===== src/core/dma_tf_pkg.sv =====
// Purpose: Shared constants for the DMA bus setup and drive register bridge
// Assumes: Register indices are word indices; byte address is four times
// Notes:   PIO phase times are plain defaults, counts derive from core_clk
package dma_tf_pkg;

  // Register indices
  localparam logic [7:0]  IDX_DMA_CFG     = 8'h38;
  localparam logic [7:0]  IDX_STATUS      = 8'h3a;
  localparam logic [7:0]  IDX_HW_CFG      = 8'h3c;
  localparam logic [7:0]  IDX_TF_DATA     = 8'h40;
  localparam logic [7:0]  IDX_TF_CMD      = 8'h44;

  // Hardware configuration fields and reset value
  localparam int          HW_ENDIAN_HI    = 7;
  localparam int          HW_ENDIAN_LO    = 6;
  localparam int          HW_EOT_LVL      = 5;
  localparam int          HW_MASTER       = 4;
  localparam int          HW_ACK_LVL      = 3;
  localparam int          HW_REQ_LVL      = 2;
  localparam int          HW_WR_LVL       = 1;
  localparam int          HW_RD_LVL       = 0;
  localparam logic [7:0]  HW_CFG_RESET    = 8'h04;
  localparam logic [1:0]  ENDIAN_SWAPPED  = 2'h1;

  // DMA configuration fields and reset value
  localparam int          CFG_WIDTH16     = 0;
  localparam int          CFG_CORE_MODE   = 13;
  localparam logic [15:0] DMA_CFG_RESET   = 16'h0000;

  // Drive register window values
  localparam logic [7:0]  CMD_READ_VALUE  = 8'hff;
  localparam logic [7:0]  TF_DATA_RESET   = 8'h00;

  // PIO phase timing
  localparam int          CLK_MHZ         = 50;
  localparam int          PIO_SETUP_NS    = 100;
  localparam int          PIO_STROBE_NS   = 300;
  localparam int          PIO_RECOVER_NS  = 200;
  localparam logic [7:0]  PIO_SETUP_CYC   =
    8'((PIO_SETUP_NS * CLK_MHZ + 999) / 1000);
  localparam logic [7:0]  PIO_STROBE_CYC  =
    8'((PIO_STROBE_NS * CLK_MHZ + 999) / 1000);
  localparam logic [7:0]  PIO_RECOVER_CYC =
    8'((PIO_RECOVER_NS * CLK_MHZ + 999) / 1000);

  typedef enum logic [3:0] {
    ST_IDLE    = 4'b0001,
    ST_SETUP   = 4'b0010,
    ST_STROBE  = 4'b0100,
    ST_RECOVER = 4'b1000
  } pio_state_t;

  // Index to {valid, select hi_n, select lo_n, addr[2:0]}
  function automatic logic [5:0] tf_pins(input logic [7:0] idx);
    case (idx)
      8'h40:   tf_pins = 6'b1_10_000;
      8'h48:   tf_pins = 6'b1_10_001;
      8'h49:   tf_pins = 6'b1_10_010;
      8'h4a:   tf_pins = 6'b1_10_011;
      8'h4b:   tf_pins = 6'b1_10_100;
      8'h4c:   tf_pins = 6'b1_10_101;
      8'h4d:   tf_pins = 6'b1_10_110;
      8'h44:   tf_pins = 6'b1_10_111;
      8'h4e:   tf_pins = 6'b1_01_110;
      8'h4f:   tf_pins = 6'b1_01_111;
      default: tf_pins = 6'b0_11_000;
    endcase
  endfunction

  // Exchange the two bytes of a bus word
  function automatic logic [15:0] swap16(input logic [15:0] w);
    swap16 = {w[7:0], w[15:8]};
  endfunction

endpackage


===== src/core/dma_tf_bridge.sv =====
// Purpose: DMA bus polarity/role/byte order setup and PIO drive registers
// Assumes: Avalon-MM slave with registered waitrequest; 8-bit host data
// Notes:   Drive access holds the host until the PIO cycle has finished
// Contract
// One-byte bus setup register at 3Ch with swap, end, role, four levels.
// Swap code 00 keeps high byte on upper lane; 01 exchanges lanes.
// Swapping applies only during slave or master DMA transfers.
// Software keeps swap code 00 with an 8-bit DMA bus.
// Bit 5 sets end-of-transfer level; honoured only in slave DMA.
// Bit 4 picks slave DMA (0) or master DMA (1).
// Bit 3 sets acknowledge level, 0 low, 1 high.
// Bit 2 sets request level, resets to 1; others reset 0.
// Bit 1 sets drive write strobe level.
// Bit 0 sets drive read strobe level.
// Command-started PIO always moves 16 bits.
// Host accesses to 40h-4Fh become drive PIO cycles.
// Each drive register has fixed select and address pin values.
// Drive register map follows ATA usage, data register 16 bits.
// Data register needs two host accesses per PIO cycle, low first.
// Other drive registers take one access, one PIO cycle.
// Software writes the command register last.
// Data window at 40h is 8-bit read/write, resets to zero.
// Software selects disk core mode before drive register access.
// Request pin undriven until DMA configuration is written once.
// Command register reads return FFh and start no drive cycle.
// Reserved swap codes behave as normal byte order.
// Host access pends until the PIO cycle ends; reads return drive data.
`timescale 1ns/1ns
`default_nettype none
module dma_tf_bridge
  import dma_tf_pkg::*;
#(
  parameter logic [7:0] SETUP_CYC   = PIO_SETUP_CYC,
  parameter logic [7:0] STROBE_CYC  = PIO_STROBE_CYC,
  parameter logic [7:0] RECOVER_CYC = PIO_RECOVER_CYC
) (
  // Clock and resets
  input  wire logic        core_clk,
  input  wire logic        reset_n,
  input  wire logic        bus_reset,
  // Avalon-MM register slave
  input  wire logic [7:0]  avs_address,
  input  wire logic        avs_read,
  input  wire logic        avs_write,
  input  wire logic [31:0] avs_writedata,
  input  wire logic [3:0]  avs_byteenable,
  output var  logic [31:0] avs_readdata,
  output var  logic        avs_waitrequest,
  // DMA engine side
  input  wire logic        xfer_dma_active,
  input  wire logic        eng_req,
  input  wire logic        eng_ack,
  input  wire logic        eng_rd,
  input  wire logic        eng_wr,
  input  wire logic        eng_out_en,
  input  wire logic [15:0] eng_out_data,
  output var  logic [15:0] buf_in_data,
  output var  logic        eot_seen,
  output var  logic        ack_seen,
  output var  logic        master_mode,
  output var  logic        width16,
  output var  logic        disk_core_mode,
  // DMA handshake pins
  output var  logic        dma_request,
  output var  logic        dma_request_oe,
  input  wire logic        dma_acknowledge_in,
  output var  logic        dma_acknowledge,
  output var  logic        dma_acknowledge_oe,
  input  wire logic        end_of_transfer_in,
  // Drive interface pins
  output var  logic        drive_read_strobe,
  output var  logic        drive_write_strobe,
  output var  logic        drive_select_hi_n,
  output var  logic        drive_select_lo_n,
  output var  logic        drive_addr_bit2,
  output var  logic        drive_addr_bit1,
  output var  logic        drive_addr_bit0,
  input  wire logic [15:0] drive_data_in,
  output var  logic [15:0] drive_data_out,
  output var  logic        drive_data_oe
);

  pio_state_t  state;
  logic [7:0]  cnt;
  logic [7:0]  hw_cfg;
  logic [15:0] dma_cfg;
  logic        cfg_written;
  logic        cyc_wr;
  logic        cyc_data;
  logic [15:0] pio_wdata;
  logic        lo_held;
  logic [7:0]  lo_byte;
  logic        hi_held;
  logic [7:0]  hi_byte;
  logic [7:0]  data_window;
  logic [5:0]  pins;
  logic        is_data;
  logic        is_cmd;
  logic        take;
  logic        start_cyc;
  logic        quick;
  logic        swap_on;
  logic        pio_busy;
  logic [31:0] read_mux;
  logic [7:0]  strobe_run;

  // Request decode; a take happens once per request while waitrequest is up
  always_comb begin
    pins      = tf_pins(avs_address);
    is_data   = avs_address == IDX_TF_DATA;
    is_cmd    = avs_address == IDX_TF_CMD;
    pio_busy  = state != ST_IDLE;
    take      = (avs_read | avs_write) & avs_waitrequest & ~pio_busy;
    start_cyc = take & pins[5]
                & ~(avs_read & is_cmd)
                & ~(avs_write & is_data & ~lo_held)
                & ~(avs_read & is_data & hi_held);
    quick     = take & ~start_cyc;
    // Reserved codes fall through to normal order
    swap_on   = xfer_dma_active & dma_cfg[CFG_WIDTH16]
                & (hw_cfg[HW_ENDIAN_HI:HW_ENDIAN_LO] == ENDIAN_SWAPPED);
  end

  // Immediate read answers
  always_comb begin
    unique case (avs_address)
      IDX_HW_CFG:  read_mux = {24'h000000, hw_cfg};
      IDX_DMA_CFG: read_mux = {16'h0000, dma_cfg};
      IDX_STATUS:  read_mux = {29'h0, hi_held, lo_held, cfg_written};
      IDX_TF_CMD:  read_mux = {24'h000000, CMD_READ_VALUE};
      IDX_TF_DATA: read_mux = {24'h000000, data_window};
      default:     read_mux = 32'h00000000;
    endcase
  end

  // Configuration registers; both resets restore the documented values
  always_ff @(posedge core_clk or negedge reset_n) begin
    if (!reset_n) begin
      hw_cfg      <= HW_CFG_RESET;
      dma_cfg     <= DMA_CFG_RESET;
      cfg_written <= 1'b0;
    end else if (bus_reset) begin
      hw_cfg      <= HW_CFG_RESET;
      dma_cfg     <= DMA_CFG_RESET;
      cfg_written <= 1'b0;
    end else if (take & avs_write) begin
      if (avs_address == IDX_HW_CFG && avs_byteenable[0]) begin
        hw_cfg <= avs_writedata[7:0];
      end
      if (avs_address == IDX_DMA_CFG) begin
        if (avs_byteenable[0]) begin
          dma_cfg[7:0] <= avs_writedata[7:0];
        end
        if (avs_byteenable[1]) begin
          dma_cfg[15:8] <= avs_writedata[15:8];
        end
        cfg_written <= 1'b1;
      end
    end
  end

  // PIO phase sequencer
  always_ff @(posedge core_clk or negedge reset_n) begin
    if (!reset_n) begin
      state <= ST_IDLE;
      cnt   <= 8'h00;
    end else begin
      unique case (state)
        ST_IDLE: begin
          if (start_cyc) begin
            state <= ST_SETUP;
            cnt   <= 8'(SETUP_CYC - 8'h01);
          end
        end
        ST_SETUP: begin
          if (cnt == 8'h00) begin
            state <= ST_STROBE;
            cnt   <= 8'(STROBE_CYC - 8'h01);
          end else begin
            cnt <= cnt - 8'h01;
          end
        end
        ST_STROBE: begin
          if (cnt == 8'h00) begin
            state <= ST_RECOVER;
            cnt   <= 8'(RECOVER_CYC - 8'h01);
          end else begin
            cnt <= cnt - 8'h01;
          end
        end
        ST_RECOVER: begin
          if (cnt == 8'h00) begin
            state <= ST_IDLE;
          end else begin
            cnt <= cnt - 8'h01;
          end
        end
      endcase
    end
  end

  // Cycle context, latched at start so the host request may not be relied on
  always_ff @(posedge core_clk or negedge reset_n) begin
    if (!reset_n) begin
      cyc_wr            <= 1'b0;
      cyc_data          <= 1'b0;
      pio_wdata         <= 16'h0000;
      drive_select_hi_n <= 1'b1;
      drive_select_lo_n <= 1'b1;
      drive_addr_bit2   <= 1'b0;
      drive_addr_bit1   <= 1'b0;
      drive_addr_bit0   <= 1'b0;
    end else if (start_cyc) begin
      cyc_wr    <= avs_write;
      cyc_data  <= is_data;
      // Data word pairs the held low byte with this one
      pio_wdata <= is_data ? {avs_writedata[7:0], lo_byte}
                           : {8'h00, avs_writedata[7:0]};
      drive_select_hi_n <= pins[4];
      drive_select_lo_n <= pins[3];
      drive_addr_bit2   <= pins[2];
      drive_addr_bit1   <= pins[1];
      drive_addr_bit0   <= pins[0];
    end else if (state == ST_IDLE) begin
      drive_select_hi_n <= 1'b1;
      drive_select_lo_n <= 1'b1;
    end
  end

  // Host answers, byte pairing of the data register, data window
  always_ff @(posedge core_clk or negedge reset_n) begin
    if (!reset_n) begin
      avs_waitrequest <= 1'b1;
      avs_readdata    <= 32'h00000000;
      lo_held         <= 1'b0;
      lo_byte         <= 8'h00;
      hi_held         <= 1'b0;
      hi_byte         <= 8'h00;
      data_window     <= TF_DATA_RESET;
    end else begin
      avs_waitrequest <= 1'b1;
      if (bus_reset) begin
        lo_held     <= 1'b0;
        hi_held     <= 1'b0;
        data_window <= TF_DATA_RESET;
      end
      if (quick) begin
        avs_waitrequest <= 1'b0;
        if (avs_read) begin
          avs_readdata <= read_mux;
        end
        if (avs_write && is_data) begin
          lo_byte     <= avs_writedata[7:0];
          lo_held     <= 1'b1;
          data_window <= avs_writedata[7:0];
        end
        if (avs_read && is_data) begin
          hi_held     <= 1'b0;
          data_window <= hi_byte;
        end
      end
      if (start_cyc && avs_write && is_data) begin
        lo_held     <= 1'b0;
        data_window <= avs_writedata[7:0];
      end
      // Sample while the read strobe pin is still active
      if (state == ST_STROBE && cnt == 8'h00 && !cyc_wr) begin
        avs_readdata <= {24'h000000, drive_data_in[7:0]};
        if (cyc_data) begin
          hi_byte     <= drive_data_in[15:8];
          hi_held     <= 1'b1;
          data_window <= drive_data_in[15:8];
        end
      end
      if (state == ST_RECOVER && cnt == 8'h00) begin
        avs_waitrequest <= 1'b0;
      end
    end
  end

  // Pin levels; engine strobes share the pins with PIO cycles
  always_ff @(posedge core_clk or negedge reset_n) begin
    if (!reset_n) begin
      drive_read_strobe  <= 1'b1;
      drive_write_strobe <= 1'b1;
      dma_request        <= 1'b1;
      dma_request_oe     <= 1'b0;
      dma_acknowledge    <= 1'b1;
      dma_acknowledge_oe <= 1'b0;
      eot_seen           <= 1'b0;
      ack_seen           <= 1'b0;
      drive_data_out     <= 16'h0000;
      drive_data_oe      <= 1'b0;
      buf_in_data        <= 16'h0000;
    end else begin
      drive_read_strobe  <=
        ((state == ST_STROBE && !cyc_wr) | eng_rd)
        ~^ hw_cfg[HW_RD_LVL];
      drive_write_strobe <=
        ((state == ST_STROBE && cyc_wr) | eng_wr)
        ~^ hw_cfg[HW_WR_LVL];
      dma_request        <= eng_req ~^ hw_cfg[HW_REQ_LVL];
      dma_request_oe     <= cfg_written;
      dma_acknowledge    <= eng_ack ~^ hw_cfg[HW_ACK_LVL];
      dma_acknowledge_oe <= hw_cfg[HW_MASTER];
      // End input ignored in master role
      eot_seen <= !hw_cfg[HW_MASTER]
                  && (end_of_transfer_in == hw_cfg[HW_EOT_LVL]);
      ack_seen <= !hw_cfg[HW_MASTER]
                  && (dma_acknowledge_in == hw_cfg[HW_ACK_LVL]);
      // PIO data never swapped; it owns the bus while busy
      if (pio_busy) begin
        drive_data_out <= pio_wdata;
        drive_data_oe  <= cyc_wr;
      end else begin
        drive_data_out <= swap_on ? swap16(eng_out_data)
                                  : eng_out_data;
        drive_data_oe  <= eng_out_en;
      end
      buf_in_data <= swap_on ? swap16(drive_data_in)
                             : drive_data_in;
    end
  end

  // Mode outputs for the DMA engine
  always_ff @(posedge core_clk or negedge reset_n) begin
    if (!reset_n) begin
      master_mode    <= 1'b0;
      width16        <= 1'b0;
      disk_core_mode <= 1'b0;
    end else begin
      master_mode    <= hw_cfg[HW_MASTER];
      width16        <= dma_cfg[CFG_WIDTH16];
      disk_core_mode <= dma_cfg[CFG_CORE_MODE];
    end
  end

  // Strobe phase length, for checking only
  always_ff @(posedge core_clk or negedge reset_n) begin
    if (!reset_n) begin
      strobe_run <= 8'h00;
    end else begin
      strobe_run <= (state == ST_STROBE) ? strobe_run + 8'h01 : 8'h00;
    end
  end
endmodule
`default_nettype wire


===== config.mk =====
export PLATFORM = sky130hd
export DESIGN_NAME = dma_tf_bridge
export DESIGN_NICKNAME = d
export VERILOG_FILES = /design/src/core/dma_tf_pkg.sv /design/src/core/dma_tf_bridge.sv
export SDC_FILE = /design/constraint.sdc
export NUM_CORES = 1
export LEC_CHECK = 0
export BUFFER_PORTS_ARGS = -buffer_cell sky130_fd_sc_hd__buf_2
export CAP_MARGIN = 20
export CORE_MARGIN = 2
export CORE_UTILIZATION = 58
export DETAILED_ROUTE_END_ITERATION = 6
export MAX_ROUTING_LAYER = met4
export PLACE_DENSITY = 0.86
export SYNTH_ARGS = -nofsm -noshare
export SYNTH_HDL_FRONTEND = slang
export SYNTH_SLANG_ARGS = --single-unit

===== constraint.sdc =====
create_clock -name core_clk -period 5.62 [get_ports core_clk]
set_clock_uncertainty 0.2 [all_clocks]
set_input_delay 0.281 -clock core_clk [delete_from_list [all_inputs] [get_ports core_clk]]
set_output_delay 0.281 -clock core_clk [all_outputs]
set_load 0.01 [all_outputs]

==> impl_metrics.json, run 1 <==
{
  "powerDensity_mw_per_mm2": 274,
  "fin_nets": 969,
  "finalWeightedCongestion": 0.965,
  "utilization_pct": 75.1,
  "yosys-top-cells-count": "dfrtp_1, nand2_1, nor2_1",
  "async_flop_share_pct": 100,
  "yosysTopAreaCell": "dfrtp_1",
  "ys_types": 61,
  "worstRegToRegCells": 8,
  "cp-start-kind": "flip-flop",
  "first_global_vias": 6319,
  "dr.pass1.iters": 6,
  "fin_crit_ns": 3.81,
  "reg2reg_slack_ns": 1.81,
  "hold_path.class": "input port to flip-flop",
  "status": "completed",
  "crit_type": "flip-flop to flip-flop",
  "critPathRequiredTime_ns": 5.76,
  "clk_latency_ns": 0.43,
  "hold_end": "pio_wdata[14]",
  "max_freq_mhz": 262,
  "hold_viol": 0,
  "initial_core_util_pct": 59.0,
  "arrival_ns": 3.95,
  "pwr-share-comb_pct": 6.8,
  "antenna_found_initial": 0,
  "peakVddDrop_uv": 195,
  "vias_per_cell": 6.02,
  "grt_max_degree": 75,
  "drive_gt1_share_pct": 24.4,
  "grt_pass1_wl_mm": 32.9,
  "grt.total_usage_pct": 34.1,
  "numClockSinks": 146,
  "intPower_mw": 1.91,
  "cp-end-kind": "flip-flop",
  "place_hpwl_mm": 12.7,
  "maxSlewViolCount": 0,
  "grt_setup_unrepaired": "no",
  "seq_area_frac_synth_pct": 52.1,
  "root_buffer": "clkbuf_16",
  "dieArea_sq_mm": 0.0130,
  "core-area_sq_mm": 0.0119,
  "hold_depth": 3,
  "yosysMostFrequentCell": "dfrtp_1",
  "worst_slew_pin_slew_ns": 1.02,
  "syn_to_final_growth_pct": 27.3,
  "io_pins": 171,
  "max_cap_violations": 0,
  "p_seq_share_pct": 43.3,
  "ys_warn_count": 0,
  "yosysTopAreaCellShare_pct": 48.8,
  "postSynthAreaPerCell_sq_um": 10.0,
  "p_switching_mw": 0.544,
  "io_buffers": 136,
  "ant_nets": 0,
  "antenna-diode-count": 0,
  "period_share_pct": 67.8,
  "reg2reg_to": "data_window[3]",
  "yosys_most_used_dff": "dfrtp_1",
  "synthCells": 702,
  "max_slew_margin_pct": 32.3,
  "hp-start": "avs_writedata[6]",
  "synth-seq-cells": 146,
  "wl_mm": 20.6,
  "synth_area_leaders": "dfrtp_1, mux2i_1, nand2_1",
  "path_max_fanout": 17,
  "finalSetupViolCount": 0,
  "cts_max_level": 4,
  "p_sw_share_pct": 22.2,
  "cts_buffers": 17,
  "die_y_microns": 114,
  "via_count": 6259,
  "core.rowCount": 40,
  "synth_edf_count": 0,
  "wire_per_inst_microns": 19.8,
  "die_x_microns": 114,
  "p_leak_nw": 4.34,
  "cts_buffer_depth": 2,
  "synthesis.area_sq_mm": 0.00703,
  "r2r-start": "cnt[0]",
  "grt.overflow.total": 0,
  "cts_tree": "done",
  "pwr-share-clk_pct": 49.9,
  "setup_tns_ns": 0,
  "clk_pin_slew_ns": 0.06,
  "drc": 0,
  "drt_iter0_markers": 774
}
-- through the flow --
stage               hold slack [ns]  total power, mW  setup WS (ns)  cells  cell area, sq um
finish                      0.00505             2.45           1.81   1039              8940
global route                 0.0366             2.52           1.56   1039              8940
CTS                         0.00363             2.45           1.90   1039              8940
detailed placement            0.137             1.21           1.96    945              7690
global placement              0.128             1.20           2.05    945              7690
floorplan                    -0.215             1.14           2.83    717              7080
-- how the worst max path moves through the flow --
stage | startpoint | cells past startpoint | slack (ns) | endpoint
2_1_floorplan | cnt[0] | 11 | 2.83 | cnt[2]
3_3_place_gp | cnt[0] | 8 | 2.05 | data_window[5]
3_5_place_dp | cnt[0] | 8 | 1.96 | data_window[5]
4_1_cts | cnt[0] | 8 | 1.90 | data_window[3]
5_1_grt | cnt[0] | 8 | 1.56 | data_window[2]
6_report | cnt[0] | 8 | 1.81 | data_window[3]
-- worst max-delay path, stage by stage, from the launching register on --
cell	delay (ns)
dfrtp_1	0.42
inv_1	0.12
ha_1	0.21
or4b_1	0.59
nor4_4	0.49
nand3_1	0.63
nand3b_1	0.58
nor2_1	0.24
nor3_1	0.24
-- metal layers --
| metal | vias up | routed length, microns | track usage (%) |
|---|---|---|---|
| met2 | 336 | 10300 | 56.2 |
| met5 | - | 0 | - |
| met1 | 3061 | 8150 | 41.7 |
| li1 | 2808 | - | - |
| met3 | 54 | 1570 | 6.99 |
| met4 | 0 | 573 | 12.7 |
-- power groups by stage --
stage / Combinational, mW / Sequential [mW] / Clock [mW]
after floorplan: 0.0515 / 1.09 / 0
after global placement: 0.123 / 1.08 / 0
after detailed placement: 0.128 / 1.08 / 0
after CTS: 0.162 / 1.06 / 1.23
after global routing: 0.180 / 1.06 / 1.27
final: 0.166 / 1.06 / 1.22
-- cells by family after synthesis --
kind of cell | share of synthesized area, %
compound gates | 15.1
xor+xnor | 1.25
fa+ha+maj | 0.178
buf+inv | 4.79
flops | 52.1
mux | 10.6
other cells | 0.0534
simple gates | 15.9
-- cells in the final DEF, fill, tap and decap left out, types with 3 or more instances in the layout --
cell / n
dfrtp_1: 137
buf_2: 135
nand2_1: 103
nor2_1: 68
dlygate4sd3_1: 62
a21oi_1: 49
mux2i_1: 42
o21ai_0: 37
mux2_2: 29
nor3_1: 20
a22oi_1: 18
clkbuf_16: 17
conb_1: 16
o22a_1: 11
a22o_1: 10
o31ai_1: 9
dfstp_2: 9
nand3_1: 8
inv_1: 7
or3_1: 6
xor2_1: 6
buf_4: 6
and3_1: 5
or4_1: 4
xnor2_1: 4
a21o_1: 4
bufinv_16: 4
nand2b_1: 3
nor4_1: 3
nor2b_1: 3
a211oi_1: 3
and2_1: 3
a31oi_1: 3
a221o_1: 3
clkbuf_8: 3
clkbuf_1: 3
-- sequential cells by signal, indices dropped and copies added, names as in the netlist, 4 cells and up --
name	count
avs_readdata	16
buf_in_data	16
cnt	8
data_window	8
dma_cfg	16
drive_data_out	16
hi_byte	8
hw_cfg	8
lo_byte	8
pio_wdata	16
state	4
-- final cells by class --
type | instances | area (sq um)
well taps | 147 | 184
multi-input cells | 503 | 3080
repair buffers | 204 | 1350
inverters | 7 | 26.3
clock inverters | 9 | 155
flip-flops and latches | 146 | 3660
fillers | 765 | 2970
clock buffers | 23 | 478
-- repair_timing --
action / 4_1_cts / 5_1_grt
buffers inserted: 0 / 0
hold endpoints to repair: 137 / 0
gates resized for setup: 0 / 0
hold buffers: 62 / 0
Power figures use the tool's default switching activity.
==> inputs of run 2 (changes only) <==
- CORE_UTILIZATION: 58 -> 49
- PLACE_DENSITY: 0.86 -> 0.77
- clock period: 5.62 -> 3.4 ns (I/O delays scaled with it)
==> run 2 against run 1 <==
Total power grew 62%. Setup slack worse by 1.6 ns. Non-clock buffer count increased by 27. Sequential cell count stayed put. Critical path depth did not move. Sequential share of layout area shrank 1.2 points. Cell area up 2.9%. Clock power up 58%. Wire length decreased by 3.2%. Register-to-register slack got worse by 1.6 ns. Critical path type unchanged.
==> impl_metrics.json, run 2 (same netlist as run 1, synthesis figures left out) <==
{
  "antenna-diode-count": 0,
  "layout_common_cells": "dfrtp_1, buf_2, nand2_1",
  "dpl.cell_count": 990,
  "dr_wl_met3_mm": 1.62,
  "grt.overflow.total": 0,
  "core.rowCount": 43,
  "path_max_fanout": 9,
  "routed.top_layer": "met4",
  "cp_num_buf_inv": 2,
  "max_cap_violations": 0,
  "cts-resized-gates": 0,
  "fin_crit_ns": 3.24,
  "grt_setup_unrepaired": "no",
  "crit_type": "flip-flop to flip-flop",
  "grt.total_usage_pct": 27.6,
  "antenna_found_initial": 0,
  "setup_slack_ns": 0.163,
  "finalWeightedCongestion": 0.965,
  "ant_nets": 0,
  "clk_latency_ns": 0.44,
  "cp-start-kind": "flip-flop",
  "grt_max_degree": 76,
  "fin_area_sq_mm": 0.00920,
  "cp_slowest_cell": "dlygate4sd3_1",
  "cts_buffer_depth": 2,
  "drc": 0,
  "io_buffers": 136,
  "slowest_delay_ns": 0.57,
  "wirelength_met1_mm": 8.40,
  "core-area_sq_mm": 0.0139,
  "status": "completed",
  "maxSlewViolCount": 0,
  "dr.pass1.iters": 7,
  "finalSetupViolCount": 0,
  "wl_mm": 19.9,
  "cp-end-kind": "flip-flop",
  "critPathTopFamily": "simple AND/OR/NAND/NOR gates",
  "worst_slew_pin_slew_ns": 0.828,
  "drt_iter0_markers": 679,
  "place_hpwl_mm": 12.5,
  "path_cells": "nor4b_4 -> buf_4 -> nand2_1 -> nor3_1 -> nand3_1 -> mux2i_1 -> nor2_1 -> dlygate4sd3_1",
  "max_slew_margin_pct": 44.7,
  "cts_buffers": 17,
  "vias_per_cell": 5.70,
  "clk_pin_slew_ns": 0.06,
  "grt_pass1_wl_mm": 31.0,
  "hold_path.class": "input port to flip-flop",
  "die_x_microns": 124,
  "root_buffer": "clkbuf_16",
  "syn_to_final_growth_pct": 31.0,
  "instances_no_fill": 1098,
  "drive_gt1_share_pct": 25.2,
  "fin_nets": 996,
  "io_pins": 171,
  "dr_wl_met2_mm": 9.55,
  "arrival_ns": 3.35,
  "setup_tns_ns": 0,
  "first_global_vias": 6014,
  "final_common_cell": "dfrtp_1",
  "critPathRequiredTime_ns": 3.52,
  "total_power_mw": 3.96,
  "dieArea_sq_mm": 0.0153,
  "placed_cell_area_sq_mm": 0.00783,
  "wire_per_inst_microns": 18.1,
  "cts_max_level": 4,
  "cts_tree": "done",
  "die_y_microns": 124,
  "initial_core_util_pct": 50.4,
  "period_share_pct": 95.2,
  "max_freq_mhz": 309,
  "hold_viol": 0,
  "p_leak_nw": 4.46,
  "via_count": 6255,
  "place_ws_ns": 0.244,
  "numClockSinks": 146,
  "peakVddDrop_uv": 398,
  "powerDensity_mw_per_mm2": 431
}
run 2: changes by cell type in the layout (fill, tap and decap cells not counted):
cell           change
clkinvlp_4         +3
bufinv_16          -1
clkbuf_8           -2
clkbuf_1           -2
buf_12             +1
buf_4             +11
dlygate4sd3_1     +15
inv_6              +1
run 2: per-stage QoR:
stage	utilization [%]	hold WS (ns)
3_5_place_dp	56.2	0.0358
2_1_floorplan	-	-0.326
6_report	66.1	0.0364
3_3_place_gp	56.2	0.0292
5_1_grt	66.1	0.0511
4_1_cts	66.1	0.0207
run 2: layout make-up:
| type | instances | area (sq um) |
|---|---|---|
| well taps | 180 | 225 |
| fillers | 1056 | 4730 |
| clock inverters | 12 | 156 |
| multi-input cells | 503 | 3080 |
| clock buffers | 19 | 443 |
| inverters | 7 | 26.3 |
| flip-flops and latches | 146 | 3660 |
| repair buffers | 231 | 1610 |
run 2: path summary, 6_finish.rpt:
path | start | end | depth (start not counted) | slack, ns
min | avs_read | hi_held | 3 | 0.04
max in group asynchronous | reset_n | drive_select_lo_n | 3 | 2.05
max | state[1] | dma_cfg[8] | 8 | 0.16
min reg2reg | dma_cfg[13] | disk_core_mode | 0 | 0.22
min in group asynchronous | reset_n | cnt[4] | 2 | 0.13
max reg2reg | state[1] | dma_cfg[8] | 8 | 0.16
run 2: timing repair:
| action | 4_1_cts | 5_1_grt |
|---|---|---|
| hold endpoints to repair | 179 | 0 |
| hold buffers | 77 | 0 |
| setup buffers | 0 | 0 |
run 2: tightest hold or removal path, delay by kind of cell:
kind / cells / cell delay [ns]
AO/OA/AOI/OAI: 1 / 0.15
buffers and inverters: 1 / 0.21
AND/OR/NAND/NOR: 1 / 0.11
run 2: metal layers:
layer	vias to the layer above	GRT usage (%)
met4	0	7.46
met3	35	7.14
met1	3047	35.8
met2	307	43.4
met5	-	-
li1	2866	-
run 2: power breakdown:
group          total [mW]  switching [mW]  internal [mW]
Sequential           1.76         0.00335           1.75
Combinational       0.280           0.158          0.122
Clock                1.93           0.759           1.17
Total                3.96           0.920           3.05
==> inputs of run 3 (changes only) <==
- CTS_BUF_LIST: unset -> sky130_fd_sc_hd__clkbuf_16
==> run 3 against run 2 <==
Count of clock-buffer cells in the layout shrank 2. Total power shrank 0.88%. Cell area shrank 0.11%. Non-clock buffer count is the same. Sequential power is essentially flat. Hold slack lost 0.0029 ns. Critical path depth is the same. Sequential cell count is the same. Maximum frequency grew 0.94%. Critical path type unchanged.
==> impl_metrics.json, run 3 (same netlist as run 1, synthesis figures left out) <==
{
  "status": "completed",
  "finalSetupViolCount": 0,
  "use_met2_pct": 42.3,
  "core-area_sq_mm": 0.0139,
  "cts_hold_buffers": 77,
  "fin_crit_ns": 3.21,
  "arrival_ns": 3.32,
  "reg2reg_slack_ns": 0.19,
  "hp-start": "avs_read",
  "io_pins": 171,
  "fin_area_sq_mm": 0.00919,
  "first_global_vias": 5942,
  "crit_type": "flip-flop to flip-flop",
  "hold_depth": 3,
  "grt_max_degree": 76,
  "max_freq_mhz": 312,
  "antenna_found_initial": 0,
  "pwr-share-clk_pct": 48.2,
  "grt_use_met3_pct": 6.96,
  "grt_setup_unrepaired": "no",
  "grt.total_usage_pct": 27.3,
  "critPathRequiredTime_ns": 3.51,
  "r2r-start": "state[1]",
  "utilization_pct": 66.0,
  "cp-end-kind": "flip-flop",
  "worst_slew_pin_slew_ns": 0.822,
  "max_slew_margin_pct": 45.1,
  "pwr-share-comb_pct": 7.1,
  "drt_iter0_markers": 678,
  "vias_per_cell": 5.62,
  "cts-resized-gates": 0,
  "p_switching_mw": 0.911,
  "wl_mm": 19.6,
  "hold_viol": 0,
  "p_seq_share_pct": 44.7,
  "clk_pin_slew_ns": 0.06,
  "initial_core_util_pct": 50.4,
  "period_share_pct": 94.3,
  "finalWeightedCongestion": 0.965,
  "layout_common_cells": "dfrtp_1, buf_2, nand2_1",
  "placed_cell_area_sq_mm": 0.00783,
  "fin_nets": 996,
  "max_cap_violations": 0,
  "via_count": 6173,
  "total_power_mw": 3.93,
  "cts_setup_buffers": 0,
  "ant_nets": 0,
  "numClockSinks": 146,
  "cts_tree": "done",
  "grt_pass1_wl_mm": 30.6,
  "hold_path.class": "input port to flip-flop",
  "io_buffers": 136,
  "powerDensity_mw_per_mm2": 427,
  "drc": 0,
  "hold_slack_ns": 0.0335,
  "intPower_mw": 3.02,
  "cts_buffers": 17,
  "place_hpwl_mm": 12.5,
  "core.rowCount": 43,
  "final_common_cell": "dfrtp_1",
  "path_max_fanout": 9,
  "reg2reg_to": "dma_cfg[10]",
  "drive_gt1_share_pct": 25.1,
  "hold_end": "hi_held",
  "dieArea_sq_mm": 0.0153,
  "fill_cells": 1055,
  "root_buffer": "clkbuf_16",
  "die_y_microns": 124,
  "busiest_layer": "met2",
  "p_leak_nw": 4.46,
  "syn_to_final_growth_pct": 30.8,
  "worstRegToRegCells": 8,
  "dr.pass1.iters": 5,
  "peakVddDrop_uv": 333,
  "grt.overflow.total": 0,
  "cts_max_level": 4,
  "setup_tns_ns": 0,
  "p_sw_share_pct": 23.2,
  "wire_per_inst_microns": 17.9,
  "clk_latency_ns": 0.44,
  "cp-start-kind": "flip-flop",
  "die_x_microns": 124,
  "grtUsageMet1_pct": 36.0,
  "cts_buffer_depth": 2,
  "maxSlewViolCount": 0,
  "antenna-diode-count": 0
}
-- run 3: changes by cell type in the layout (fill, tap and decap cells not counted) --
cell and delta:
clkbuf_1 -1, clkbuf_8 -1, clkinv_1 +1, inv_1 +1
-- run 3: layer usage --
| layer | share of wire [%] | wire (microns) |
|---|---|---|
| met3 | 7.8 | 1520 |
| met1 | 43 | 8480 |
| met2 | 47 | 9290 |
| met5 | 0 | 0 |
| met4 | 1.7 | 340 |
-- run 3: worst max-delay path by stage --
stage                         from           to  slack (ns)  depth (start not counted)
after floorplan             cnt[0]       cnt[2]        0.61                         11
after global placement      cnt[0]       cnt[2]        0.35                          8
after detailed placement    cnt[0]       cnt[2]        0.24                          8
after CTS                 state[1]  dma_cfg[10]        0.22                          8
after global routing        cnt[0]       cnt[2]        0.06                          8
final                     state[1]  dma_cfg[10]        0.19                          8
-- run 3: power by group through the flow --
stage	Combinational (mW)	Clock [mW]	Sequential [mW]
after floorplan	0.0852	0	1.80
after global placement	0.210	0	1.79
after detailed placement	0.213	0	1.79
after CTS	0.274	1.91	1.76
after global routing	0.303	2.00	1.76
final	0.278	1.90	1.76
-- run 3: cell type report --
cell class              count  area [sq um]  share of cell area [%]
well taps                 180           225                    2.45
clock buffers              17           425                    4.63
multi-input cells         503          3080                    33.5
clock inverters            14           164                    1.78
inverters                   7          26.3                   0.286
repair buffers            231          1610                    17.5
flip-flops and latches    146          3660                    39.9
-- run 3: through the flow --
step                std cells  worst slack, ns
floorplan                 717            0.611
global placement          990            0.350
detailed placement        990            0.244
CTS                      1098            0.216
global route             1098           0.0628
finish                   1098            0.193
-- run 3: worst max-delay path, stage by stage, from the launching register on --
cell,delay [ns]
dfrtp_1,0.50
nor4b_4,0.36
buf_4,0.20
nand2_1,0.06
nor3_1,0.30
nand3_1,0.49
mux2i_1,0.32
nor2_1,0.07
dlygate4sd3_1,0.58
